==> src/inc/key_wake_defs.svh <==
`ifndef KEY_WAKE_DEFS_SVH
`define KEY_WAKE_DEFS_SVH

// Register byte offsets on the Avalon-MM slave
`define OFS_KEY_STATUS_CONTROL  5'h00
`define OFS_PIN_ENABLE          5'h04
`define OFS_POLARITY            5'h08
`define OFS_IRQ_STATUS          5'h0C
`define OFS_IRQ_CLEAR           5'h10
`define OFS_IRQ_ENABLE          5'h14
`define OFS_PIN_LEVEL           5'h18

// Field positions in key_status_control
`define SC_SENSE_MODE_BIT       0
`define SC_REQUEST_ENABLE_BIT   1
`define SC_ACKNOWLEDGE_BIT      2
`define SC_DETECT_FLAG_BIT      3

// Field positions in the event status, clear and enable registers
`define EV_DETECT_BIT           0
`define EV_ACK_REFUSED_BIT      1
`define EV_COUNT                2

// Reset values
`define RST_BYTE                8'h00
`define RST_EVENTS              2'h0
`define RST_WORD                32'h0000_0000

`endif

==> src/inc/key_wake_pkg.sv <==
package key_wake_pkg;

  // Avalon slave handshake states, one-hot
  typedef enum logic [1:0] {
    bus_idle = 2'b01,
    bus_ack  = 2'b10
  } bus_state_e;

endpackage

==> src/key_wake_interrupt.sv <==
`timescale 1ns/1ps

`include "key_wake_defs.svh"

module key_wake_interrupt
  import key_wake_pkg::*;
#(
  parameter int NUM_PINS = 8
) (
  input  wire logic                mclk,
  input  wire logic                rst,
  input  wire logic [4:0]          address,
  input  wire logic                read,
  input  wire logic                write,
  input  wire logic [31:0]         writedata,
  input  wire logic [3:0]          byteenable,
  output logic      [31:0]         readdata,
  output logic                     waitrequest,
  input  wire logic [NUM_PINS-1:0] wake_input_pin,
  input  wire logic                deep_stop,
  output logic                     key_irq,
  output logic                     wake_request,
  output logic                     irq
);

  // Reset and deep-stop share one path: waking leaves reset state
  logic block_rst;
  assign block_rst = rst | deep_stop;

  // Synchronised pin levels
  logic [NUM_PINS-1:0] pin_level;

  pin_sync #(
    .WIDTH    (NUM_PINS)
  ) u_pin_sync (
    .mclk     (mclk),
    .rst      (block_rst),
    .async_in (wake_input_pin),
    .sync_out (pin_level)
  );

  // Configuration state
  logic [NUM_PINS-1:0] pin_enable;
  logic [NUM_PINS-1:0] polarity;
  logic                sense_mode;
  logic                request_enable;
  logic                detect_flag;
  logic [NUM_PINS-1:0] next_pin_enable;
  logic [NUM_PINS-1:0] next_polarity;
  logic                next_sense_mode;
  logic                next_request_enable;
  logic                next_detect_flag;

  // Event interrupt state
  logic [`EV_COUNT-1:0] irq_status;
  logic [`EV_COUNT-1:0] irq_enable;
  logic [`EV_COUNT-1:0] next_irq_status;
  logic [`EV_COUNT-1:0] next_irq_enable;
  logic [`EV_COUNT-1:0] event_set;
  logic [`EV_COUNT-1:0] event_clear;

  // Bus state
  bus_state_e  bus_state;
  bus_state_e  next_bus_state;
  logic        next_waitrequest;
  logic [31:0] next_readdata;
  logic        wr_take;

  // Detection outputs
  logic edge_hit;
  logic level_hit;
  logic any_asserted;

  // Request outputs
  logic next_key_irq;
  logic next_wake_request;
  logic next_irq;

  // Decode helpers used by read and write paths
  function automatic logic hit(input logic [4:0] a,
                               input logic [4:0] ofs);
    hit = (a == ofs);
  endfunction

  // Pads an 8-bit-or-narrower field to a bus word
  function automatic logic [31:0] pad_word(input logic [7:0] v);
    pad_word = {24'h00_0000, v};
  endfunction

  // Detection runs on every cycle regardless of wait or debug state
  edge_level_detect #(
    .NUM_PINS     (NUM_PINS)
  ) u_detect (
    .mclk         (mclk),
    .rst          (block_rst),
    .pin_level    (pin_level),
    .pin_enable   (pin_enable),
    .polarity     (polarity),
    .sense_mode   (sense_mode),
    .edge_hit     (edge_hit),
    .level_hit    (level_hit),
    .any_asserted (any_asserted)
  );

  // Write strobe: taken only in the cycle waitrequest is low
  // A write with byteenable[0] low is still acknowledged, then dropped
  assign wr_take = (bus_state == bus_ack) & write & byteenable[0];

  // Bus handshake: one wait cycle, then a single acknowledge cycle
  // Read data is captured as the request is seen, so it stands for the
  // whole acknowledge cycle; a read never waits on a slow source
  always_comb
  begin
    next_bus_state   = bus_state;
    next_waitrequest = 1'b1;
    next_readdata    = readdata;
    case (bus_state)
      bus_idle:
      begin
        if (read | write)
        begin
          next_bus_state   = bus_ack;
          next_waitrequest = 1'b0;
          next_readdata    = `RST_WORD;
          if (read)
          begin
            if (hit(address, `OFS_KEY_STATUS_CONTROL))
              next_readdata = pad_word({4'h0, detect_flag, 1'b0,
                                        request_enable,
                                        sense_mode});
            else if (hit(address, `OFS_PIN_ENABLE))
              next_readdata = pad_word(8'(pin_enable));
            else if (hit(address, `OFS_POLARITY))
              next_readdata = pad_word(8'(polarity));
            else if (hit(address, `OFS_IRQ_STATUS))
              next_readdata = pad_word(8'(irq_status));
            else if (hit(address, `OFS_IRQ_ENABLE))
              next_readdata = pad_word(8'(irq_enable));
            else if (hit(address, `OFS_PIN_LEVEL))
              next_readdata = pad_word(8'(pin_level));
          end
        end
      end
      bus_ack:
      begin
        next_bus_state   = bus_idle;
        next_waitrequest = 1'b1;
      end
      default:
      begin
        next_bus_state   = bus_idle;
        next_waitrequest = 1'b1;
      end
    endcase
  end

  always_ff @(posedge mclk)
  begin
    if (block_rst)
    begin
      bus_state   <= bus_idle;
      waitrequest <= 1'b1;
      readdata    <= `RST_WORD;
    end
    else
    begin
      bus_state   <= next_bus_state;
      waitrequest <= next_waitrequest;
      readdata    <= next_readdata;
    end
  end

  // Configuration registers; flag ignores writes except acknowledge
  always_comb
  begin
    next_pin_enable     = pin_enable;
    next_polarity       = polarity;
    next_sense_mode     = sense_mode;
    next_request_enable = request_enable;
    next_detect_flag    = detect_flag;
    event_set           = `RST_EVENTS;
    if (wr_take && hit(address, `OFS_PIN_ENABLE))
      next_pin_enable = writedata[NUM_PINS-1:0];
    if (wr_take && hit(address, `OFS_POLARITY))
      next_polarity = writedata[NUM_PINS-1:0];
    if (wr_take && hit(address, `OFS_KEY_STATUS_CONTROL))
    begin
      next_sense_mode     = writedata[`SC_SENSE_MODE_BIT];
      next_request_enable = writedata[`SC_REQUEST_ENABLE_BIT];
      if (writedata[`SC_ACKNOWLEDGE_BIT])
      begin
        // Level mode holds the flag while any enabled pin is asserted
        if (sense_mode && any_asserted)
          event_set[`EV_ACK_REFUSED_BIT] = 1'b1;
        else
          next_detect_flag = 1'b0;
      end
    end
    // Set after clear so a coincident event is never lost
    // In level mode this re-sets the flag every cycle the level stands
    if (edge_hit || level_hit)
    begin
      next_detect_flag = 1'b1;
      if (!detect_flag)
        event_set[`EV_DETECT_BIT] = 1'b1;
    end
  end

  always_ff @(posedge mclk)
  begin
    if (block_rst)
    begin
      pin_enable     <= '0;
      polarity       <= '0;
      sense_mode     <= 1'b0;
      request_enable <= 1'b0;
      detect_flag    <= 1'b0;
    end
    else
    begin
      pin_enable     <= next_pin_enable;
      polarity       <= next_polarity;
      sense_mode     <= next_sense_mode;
      request_enable <= next_request_enable;
      detect_flag    <= next_detect_flag;
    end
  end

  // Sticky event status with write-one clear; set beats clear
  // A refused acknowledge is its own event so software can see it
  always_comb
  begin
    event_clear     = `RST_EVENTS;
    next_irq_enable = irq_enable;
    if (wr_take && hit(address, `OFS_IRQ_CLEAR))
      event_clear = writedata[`EV_COUNT-1:0];
    if (wr_take && hit(address, `OFS_IRQ_ENABLE))
      next_irq_enable = writedata[`EV_COUNT-1:0];
    next_irq_status = (irq_status & ~event_clear) | event_set;
  end

  always_ff @(posedge mclk)
  begin
    if (block_rst)
    begin
      irq_status <= `RST_EVENTS;
      irq_enable <= `RST_EVENTS;
    end
    else
    begin
      irq_status <= next_irq_status;
      irq_enable <= next_irq_enable;
    end
  end

  // Registered request outputs, one cycle behind the flag; irq one cycle behind the event status
  // Stop3 assumes mclk keeps running; a clockless wake would need a latch
  always_comb
  begin
    next_key_irq      = detect_flag & request_enable;
    // Wake from wait or stop3 follows the same gated request
    next_wake_request = detect_flag & request_enable;
    next_irq          = |(irq_status & irq_enable);
  end

  always_ff @(posedge mclk)
  begin
    if (block_rst)
    begin
      key_irq      <= 1'b0;
      wake_request <= 1'b0;
      irq          <= 1'b0;
    end
    else
    begin
      key_irq      <= next_key_irq;
      wake_request <= next_wake_request;
      irq          <= next_irq;
    end
  end

endmodule // key_wake_interrupt

==> src/pin_sync.sv <==
`timescale 1ns/1ps

// Two-flop synchroniser for asynchronous pin levels
module pin_sync #(
  parameter int WIDTH = 8
) (
  input  wire logic             mclk,
  input  wire logic             rst,
  input  wire logic [WIDTH-1:0] async_in,
  output logic      [WIDTH-1:0] sync_out
);

  logic [WIDTH-1:0] meta;
  logic [WIDTH-1:0] next_meta;
  logic [WIDTH-1:0] next_sync_out;

  // First stage feeds only the second stage
  always_comb
  begin
    next_meta     = async_in;
    next_sync_out = meta;
  end

  always_ff @(posedge mclk)
  begin
    if (rst)
    begin
      meta     <= '0;
      sync_out <= '0;
    end
    else
    begin
      meta     <= next_meta;
      sync_out <= next_sync_out;
    end
  end

endmodule // pin_sync

==> src/edge_level_detect.sv <==
`timescale 1ns/1ps

// Per-pin assertion, edge recognition with re-arm, and level sense
module edge_level_detect #(
  parameter int NUM_PINS = 8
) (
  input  wire logic                mclk,
  input  wire logic                rst,
  input  wire logic [NUM_PINS-1:0] pin_level,
  input  wire logic [NUM_PINS-1:0] pin_enable,
  input  wire logic [NUM_PINS-1:0] polarity,
  input  wire logic                sense_mode,
  output logic                     edge_hit,
  output logic                     level_hit,
  output logic                     any_asserted
);

  logic [NUM_PINS-1:0] asserted;
  logic [NUM_PINS-1:0] prev_asserted;
  logic [NUM_PINS-1:0] next_prev_asserted;
  logic                armed;
  logic                next_armed;

  // Polarity 0 means low is asserted, 1 means high is asserted
  genvar g;
  generate
    for (g = 0; g < NUM_PINS; g++)
    begin : g_pin
      assign asserted[g] = pin_enable[g] & ~(pin_level[g] ^ polarity[g]);
    end
  endgenerate

  // Edge needs a deasserted sample then an asserted one, while armed
  always_comb
  begin
    any_asserted       = |asserted;
    edge_hit           = armed & |(asserted & ~prev_asserted);
    level_hit          = sense_mode & any_asserted;
    next_prev_asserted = asserted;
    next_armed         = armed;
    if (edge_hit)
      next_armed = 1'b0;
    if (!any_asserted)
      next_armed = 1'b1;
  end

  // Starts unarmed, arms once no enabled pin is asserted, so a pin asserted as it is enabled is an edge
  always_ff @(posedge mclk)
  begin
    if (rst)
    begin
      prev_asserted <= '0;
      armed         <= 1'b0;
    end
    else
    begin
      prev_asserted <= next_prev_asserted;
      armed         <= next_armed;
    end
  end

endmodule // edge_level_detect

==> config.mk <==
export PLATFORM = sky130hd
export DESIGN_NAME = key_wake_interrupt
export DESIGN_NICKNAME = d
export VERILOG_FILES = /design/src/inc/key_wake_pkg.sv /design/src/key_wake_interrupt.sv /design/src/pin_sync.sv /design/src/edge_level_detect.sv
export VERILOG_INCLUDE_DIRS = /design/src /design/src/inc
export SDC_FILE = /design/constraint.sdc
export NUM_CORES = 1
export LEC_CHECK = 0
export BUFFER_PORTS_ARGS = -buffer_cell sky130_fd_sc_hd__buf_4
export CAP_MARGIN = 40
export CORE_MARGIN = 1
export CORE_UTILIZATION = 54
export DETAILED_ROUTE_END_ITERATION = 8
export PLACE_DENSITY_LB_ADDON = 0.15
export SKIP_LAST_GASP = 1
export SLEW_MARGIN = 20
export SYNTH_ARGS = -nofsm -noshare
export SYNTH_HDL_FRONTEND = slang
export SYNTH_HIERARCHICAL = 1
export SYNTH_SLANG_ARGS = --single-unit
==> constraint.sdc <==
create_clock -name mclk -period 2.8 [get_ports mclk]
set_input_delay 0.28 -clock mclk [delete_from_list [all_inputs] [get_ports mclk]]
set_output_delay 0.28 -clock mclk [all_outputs]
set_load 0.02 [all_outputs]
==> metrics.csv, run 1 <==
stage,metric,value,unit
pwr,swShare,0.225,
routing,drcViolationCount,0,
setup_path,cp-start-kind,flip-flop,
global_routing,grt_max_degree,43,
routing,postRouteAntennaNets,0,
pwr,powerDensity,594,nW/µm²
clock_network,cts_resized,0,
placement,dpl.cell_count,376,
clock_network,clock_latency,0.34,ns
final_layout,final_core_util,0.655,
placement,place_congestion,0.883,
sta,fin_ws,0.964,ns
final_layout,fillers,421,
final_layout,areaGrowthSynthToFinish,16.5,%
pwr,power_frac_seq,0.480,
sta,timing.final.crit_period,1.84,ns
sta,rsz0062_at_grt,no,
synth,synth_common_cells,"dfxtp_1 (61), nor2_1 (34), mux2i_1 (27)",
global_routing,antenna_found_initial,0,
synth,synth-seq-area-share,0.460,
clock_network,cts_setup_buffers,0,
global_routing,grt_pass1_vias,1841,
routing,vias,1966,
setup_path,crit_required,3.03,ns
sta,clock_skew,0.00941,ns
clock_network,numClockSinks,61,
final_layout,regArea,1220,µm²
clock_network,cts.reportedPaths.clkPinSlew,0.07,ns
setup_path,cpPeakStageDelay,0.39,ns
final_layout,n_antenna_cell,0,
synth,netlist_top_cells_area,"dfxtp_1 (46%), mux2i_1 (10%), buf_4 (7.4%), nor2_1 (4.8%), o21ai_0 (2.6%)",
pwr,intPower,1420,µW
clock_network,cts_max_path_buffers,2,
setup_path,path_cells,xnor2_1 -> a32oi_1 -> o211ai_1 -> or3_1 -> and2_1 -> nor2_1 -> or2_2 -> a21oi_1,
synth,synth_most_common_cell,dfxtp_1,
die,start_util,0.562,
global_routing,grt_remaining_overflow,0,
synth,synth_edf_count,0,
sta,fmax,0.545,GHz
sta,setup_viol,0,
sta,relSlewSlack,0.555,
sta,slew_viol_final,0,
clock_network,cts_tree,built,
placement,dpl_cell_area,2890,µm²
sta,fin_setup_tns,0,ns
clock_network,cts_root_buf,clkbuf_8,
synth,synthFlopType,dfxtp_1,
routing,first_pass_iters,4,
pwr,power_switching,414,µW
placement,dp_hpwl,3590,µm
final_layout,multiInputGateArea,1260,µm²
setup_path,crit_slowest_cell,or3_1,
setup_path,critPathCaptureType,flip-flop,
die,io_pins,90,
run,drv_cap,0,
clock_network,cts_buffers,9,
setup_path,cp.arrival,2.06,ns
final_layout,fin_area,3090,µm²
synth,synth_top_area_frac,0.460,
setup_path,crit_type,reg -> reg,
routing,viasPerCell,5.02,
synth,synthCells,281,
sta,hold_viol_final,0,
setup_path,path_max_fanout,2,
hold_path,hp-class,in -> reg,
die,die_w,72.1,µm
routing,wire_per_inst,13.0,µm
global_routing,grt_first_pass_wirelength,8400,µm
placement,portBuffers,38,
die,fp.dieH,72.1,µm
pwr,peakVddDrop,0.442,mV
sta,worstMarginPinSlew,0.661,ns
synth,yosys_warnings,6,
final_layout,drive_gt1_frac,0.225,
synth,syn_area_per_cell,9.44,µm²
pwr,comb_power_share,0.068,
synth,ys_async_sr_fraction,0,
pwr,clock_power_share,0.452,
run_status,outcome,"complete, no violations",
routing,drtIter0Drc,73,
die,fp-row-count,25,
pwr,p_leak,0.00123,µW
die,core_area,4720,µm²
routing,wl,5090,µm
final_layout,nets,374,
setup_path,crit_buf_inv,0,
final_layout,final_cells,392,
synth,ys_types,40,
synth,syn_area,2650,µm²
clock_network,cts.htree.levels,3,
clock_network,postCtsHoldBufs,0,
placement,preCtsSetupSlack,0.757,ns
die,fp.dieArea,5200,µm²
setup_path,critPathTopFamily,simple AND/OR/NAND/NOR gates,
global_routing,track_usage,0.219,
synth,synth_top_cell_by_area,dfxtp_1,
synth,yosys_register_bits,61,
sta,period_share,0.656,
flip-flops by register name, indices dropped and copies added (netlist names):
| signal | count |
|---|---|
| u_pin_sync/meta | 8 |
| irq | 1 |
| pin_enable | 8 |
| irq_status | 2 |
| irq_enable | 2 |
| polarity | 8 |
| u_detect/prev_asserted | 8 |
| sense_mode | 1 |
| waitrequest | 1 |
| readdata | 8 |
| bus_state | 2 |
| request_enable | 1 |
| detect_flag | 1 |
| u_detect/armed | 1 |
| wake_request | 1 |
| u_pin_sync/sync_out | 8 |
layout by cell type, fill, tap and decap left out, types with 2 or more instances in the layout:
cell	instances
nand4_1	4
mux2i_1	27
buf_4	40
or3_1	3
conb_1	24
nor2b_2	7
a31o_2	2
or4_1	2
xnor2_1	8
and2b_2	6
a22oi_1	7
nand3_1	5
o22ai_1	3
nor2_1	34
dfxtp_1	61
clkbuf_8	9
and2_1	4
nand2_1	14
a221o_1	2
bufinv_16	2
clkbuf_1	3
inv_1	5
o21ai_0	14
nand2b_1	5
a21oi_1	7
nor2b_1	7
and3_1	3
nand3b_1	2
or2_2	3
cell families after synthesis:
group,count (synthesis),share of synthesized area
AOI/OAI and AO/OA,40,0.0962
other,1,0.00141
muxes,27,0.102
buffers and inverters,40,0.0971
and+or+nand+nor,104,0.217
DFF,61,0.460
xor gates and xnor gates,8,0.0264
power groups by stage:
stage	clock [µW]	combinational [µW]	sequential, µW
floorplan	0	104	901
global placement	0	123	901
detailed placement	0	125	901
CTS	847	125	882
global route	888	137	882
finish	832	125	882
final cells by class:
type                       instances  share of cell area
multi-input combinational        203               0.408
clock inverter                     4              0.0235
tap                               67              0.0271
sequential                        61               0.395
timing repair buffer              40              0.0971
clock buffer                      12              0.0437
inverter                           5             0.00607
final timing paths:
kind | depth (start not counted) | slack, ns | startpoint | endpoint
worst max register to register | 8 | 0.96 | u_pin_sync/sync_out[1] | irq_status[0]
worst min register to register | 1 | 0.44 | u_pin_sync/meta[1] | u_pin_sync/sync_out[1]
worst min-delay path | 2 | 0.14 | wake_input_pin[6] | u_pin_sync/meta[6]
worst max-delay path | 8 | 0.96 | u_pin_sync/sync_out[1] | irq_status[0]
metal layers:
layer	GRT usage	routed length, µm
met5	0	0
met2	0.339	2300
met1	0.276	2450
met3	0.0833	290
met4	0.0850	57
metrics by stage:
step	hold slack, ns	power, µW
floorplan	0.409	1000
global placement	0.419	1020
detailed placement	0.424	1030
CTS	0.130	1850
global route	0.130	1910
finish	0.144	1840
Power figures use the tool's default switching activity.
==> run 2, diff against run 1 <==
--- a/config.mk
+++ b/config.mk
@@ -9,7 +9,7 @@
 export BUFFER_PORTS_ARGS = -buffer_cell sky130_fd_sc_hd__buf_4
 export CAP_MARGIN = 40
 export CORE_MARGIN = 1
-export CORE_UTILIZATION = 54
+export CORE_UTILIZATION = 50
 export DETAILED_ROUTE_END_ITERATION = 8
 export PLACE_DENSITY_LB_ADDON = 0.15
 export SKIP_LAST_GASP = 1
==> constraint.sdc (replaced) <==
create_clock -name mclk -period 1.9 [get_ports mclk]
set_input_delay 0.19 -clock mclk [delete_from_list [all_inputs] [get_ports mclk]]
set_output_delay 0.19 -clock mclk [all_outputs]
set_load 0.02 [all_outputs]
==> run 2 against run 1 <==
Against the previous run: first-iteration DRC count increased by 71%; clock skew decreased by 0.0017 ns; wire length increased by 4.0%; critical path type unchanged; core utilization decreased by 3.6 points; worst hold slack got worse by 0.087 ns; clock power increased by 44%; largest cell class unchanged; cell count increased by 2.3%; critical path depth unchanged; via count increased by 2.8%; largest power group unchanged.
==> metrics.csv, run 2 (synthesis results as in run 1) <==
stage,metric,value,unit,change
run_status,outcome,"complete, no violations",,unchanged
setup_path,cp.arrival,1.98,ns,was 2.06 ns
placement,place_congestion,0.827,,was 0.883
setup_path,path_cells,xnor2_1 -> a32oi_1 -> o211ai_1 -> or3_1 -> and2_4 -> nor2_4 -> or2_4 -> a21oi_1,,was xnor2_1 -> a32oi_1 -> o211ai_1 -> or3_1 -> and2_1 -> nor2_1 -> or2_2 -> a21oi_1
die,core_area,5110,µm²,was 4720 µm²
placement,portBuffers,38,,unchanged
sta,relSlewSlack,0.631,,was 0.555
global_routing,grt_remaining_overflow,0,,unchanged
global_routing,grt_pass1_vias,1791,,was 1841
global_routing,track_usage,0.211,,was 0.219
setup_path,crit_type,reg -> reg,,unchanged
clock_network,cts_tree,built,,unchanged
hold_path,holdPathEnd,u_pin_sync/meta[4],,was u_pin_sync/meta[6]
clock_network,numClockSinks,61,,unchanged
setup_path,r2r-end,irq_status[0],,unchanged
clock_network,cts_max_path_buffers,2,,unchanged
hold_path,hp-start,wake_input_pin[4],,was wake_input_pin[6]
clock_network,cts.reportedPaths.clkPinSlew,0.07,ns,about the same
setup_path,crit_required,2.11,ns,was 3.03 ns
sta,rsz0062_at_grt,no,,unchanged
sta,hold_viol_final,0,,unchanged
pwr,powerDensity,851,nW/µm²,was 594 nW/µm²
clock_network,cts_buffers,9,,unchanged
routing,drtIter0Drc,125,,was 73
routing,wl,5300,µm,was 5090 µm
final_layout,nets,380,,was 374
sta,fin_hold_ws,0.0571,ns,was 0.144 ns
setup_path,cp-start-kind,flip-flop,,unchanged
setup_path,r2r_cells,8,,unchanged
routing,first_pass_iters,5,,was 4
final_layout,final_cell_mix,"dfxtp_1 (60), buf_4 (46), nor2_1 (33)",,"was dfxtp_1 (61), buf_4 (40), nor2_1 (34)"
sta,period_share,0.933,,was 0.656
setup_path,reg2reg_slack,0.13,ns,was 0.96 ns
sta,worstMarginPinSlew,0.553,ns,was 0.661 ns
die,io_pins,90,,unchanged
clock_network,clock_latency,0.34,ns,about the same
final_layout,layout.cells.most_common,dfxtp_1,,unchanged
die,start_util,0.520,,was 0.562
sta,fin_setup_tns,0,ns,unchanged
hold_path,hp-class,in -> reg,,unchanged
sta,setup_viol,0,,unchanged
setup_path,critPathCaptureType,flip-flop,,unchanged
setup_path,rr_startpoint,u_pin_sync/sync_out[1],,unchanged
routing,drcViolationCount,0,,unchanged
clock_network,cts.htree.levels,3,,unchanged
setup_path,cpPeakStageDelay,0.35,ns,was 0.39 ns
final_layout,fillers,466,,was 421
die,die_w,74.9,µm,was 72.1 µm
sta,fmax,0.564,GHz,was 0.545 GHz
global_routing,grt_max_degree,53,,was 43
routing,viasPerCell,5.04,,was 5.02
routing,vias,2021,,was 1966
run,drv_cap,0,,unchanged
sta,slew_viol_final,0,,unchanged
routing,postRouteAntennaNets,0,,unchanged
pwr,peakVddDrop,0.647,mV,was 0.442 mV
routing,wire_per_inst,13.2,µm,was 13.0 µm
global_routing,grt_first_pass_wirelength,8490,µm,was 8400 µm
die,fp.dieH,74.9,µm,was 72.1 µm
clock_network,cts_root_buf,clkbuf_8,,unchanged
setup_path,crit_slowest_cell,or3_1,,unchanged
global_routing,antenna_found_initial,0,,unchanged
setup_path,path_max_fanout,2,,unchanged
sta,clock_skew,0.00774,ns,was 0.00941 ns
pwr,p_leak,0.00128,µW,was 0.00123 µW
final_layout,n_antenna_cell,0,,unchanged
clock_network,cts_setup_buffers,0,,unchanged
final_layout,drive_gt1_frac,0.254,,was 0.225
placement,dp_hpwl,3720,µm,was 3590 µm
die,fp-row-count,26,,was 25
final_layout,areaGrowthSynthToFinish,19.0,%,was 16.5%
sta,timing.final.crit_period,1.77,ns,was 1.84 ns
clock_network,postCtsHoldBufs,0,,unchanged
die,fp.dieArea,5600,µm²,was 5200 µm²
hold_path,whs_path_depth,2,,unchanged
[run 2: cell types whose count changed in the layout (fill, tap and decap cells not counted), sizes merged]
cell / change
buf: +6
clkbuf: +1
bufinv: -1
[run 2: worst max-delay path by stage]
stage	to	startpoint	slack (ns)
5_1_grt	irq_status[0]	u_pin_sync/sync_out[1]	0.007
3_3_place_gp	irq_status[0]	u_pin_sync/sync_out[1]	0.08
6_report	irq_status[0]	u_pin_sync/sync_out[1]	0.13
3_5_place_dp	irq_status[0]	polarity[1]	0.05
4_1_cts	irq_status[0]	polarity[1]	0.04
2_1_floorplan	u_detect/armed	deep_stop	0.27
[run 2: timing repair]
item / 4_1_cts / 5_1_grt
gates resized for setup: 0 / 5
endpoints found under the hold margin: 0 / 0
endpoints found under the setup margin: 0 / 1
[run 2: per-stage QoR]
step | utilization | cells | instance area (µm²) | power, µW | setup slack, ns
finish | 0.619 | 401 | 3160 | 2690 | 0.127
global route | 0.619 | 401 | 3160 | 2790 | 0.00712
CTS | 0.616 | 401 | 3150 | 2720 | 0.0372
detailed placement | 0.574 | 385 | 2930 | 1510 | 0.0452
global placement | 0.574 | 385 | 2930 | 1510 | 0.0850
floorplan | - | 304 | 2740 | 1480 | 0.274
[run 2: power breakdown]
group | switching (µW) | leakage [µW] | internal, µW
Clock | 493 | 0.000106 | 711
Sequential | 6.06 | 0.000494 | 1290
Combinational | 117 | 0.000675 | 69.4
Total | 616 | 0.00128 | 2070
[run 2: worst max-delay path: cells and delay by family (launching register included)]
family           cells  cell delay (ns)
AND/OR/NAND/NOR      4             0.75
XOR/XNOR             1             0.15
flip-flops           1             0.33
AO/OA/AOI/OAI        3             0.40
[run 2: area by class of cell]
class                   instances  area (µm²)  share of cell area
multi-input cells             203        1270               0.403
flip-flops and latches         61        1220               0.387
repair buffers                 46         345               0.109
clock buffers                  13         169              0.0535
well taps                      70        87.6              0.0277
clock inverters                 3        42.5              0.0135
inverters                       5        18.8             0.00594
[run 2: routing by layer]
layer | wire (µm) | up-vias | global-route usage
met5 | 0 | - | 0
met1 | 2590 | 944 | 0.280
met3 | 229 | 7 | 0.0643
li1 | - | 1008 | -
met4 | 38 | 0 | 0.0901
met2 | 2440 | 62 | 0.318
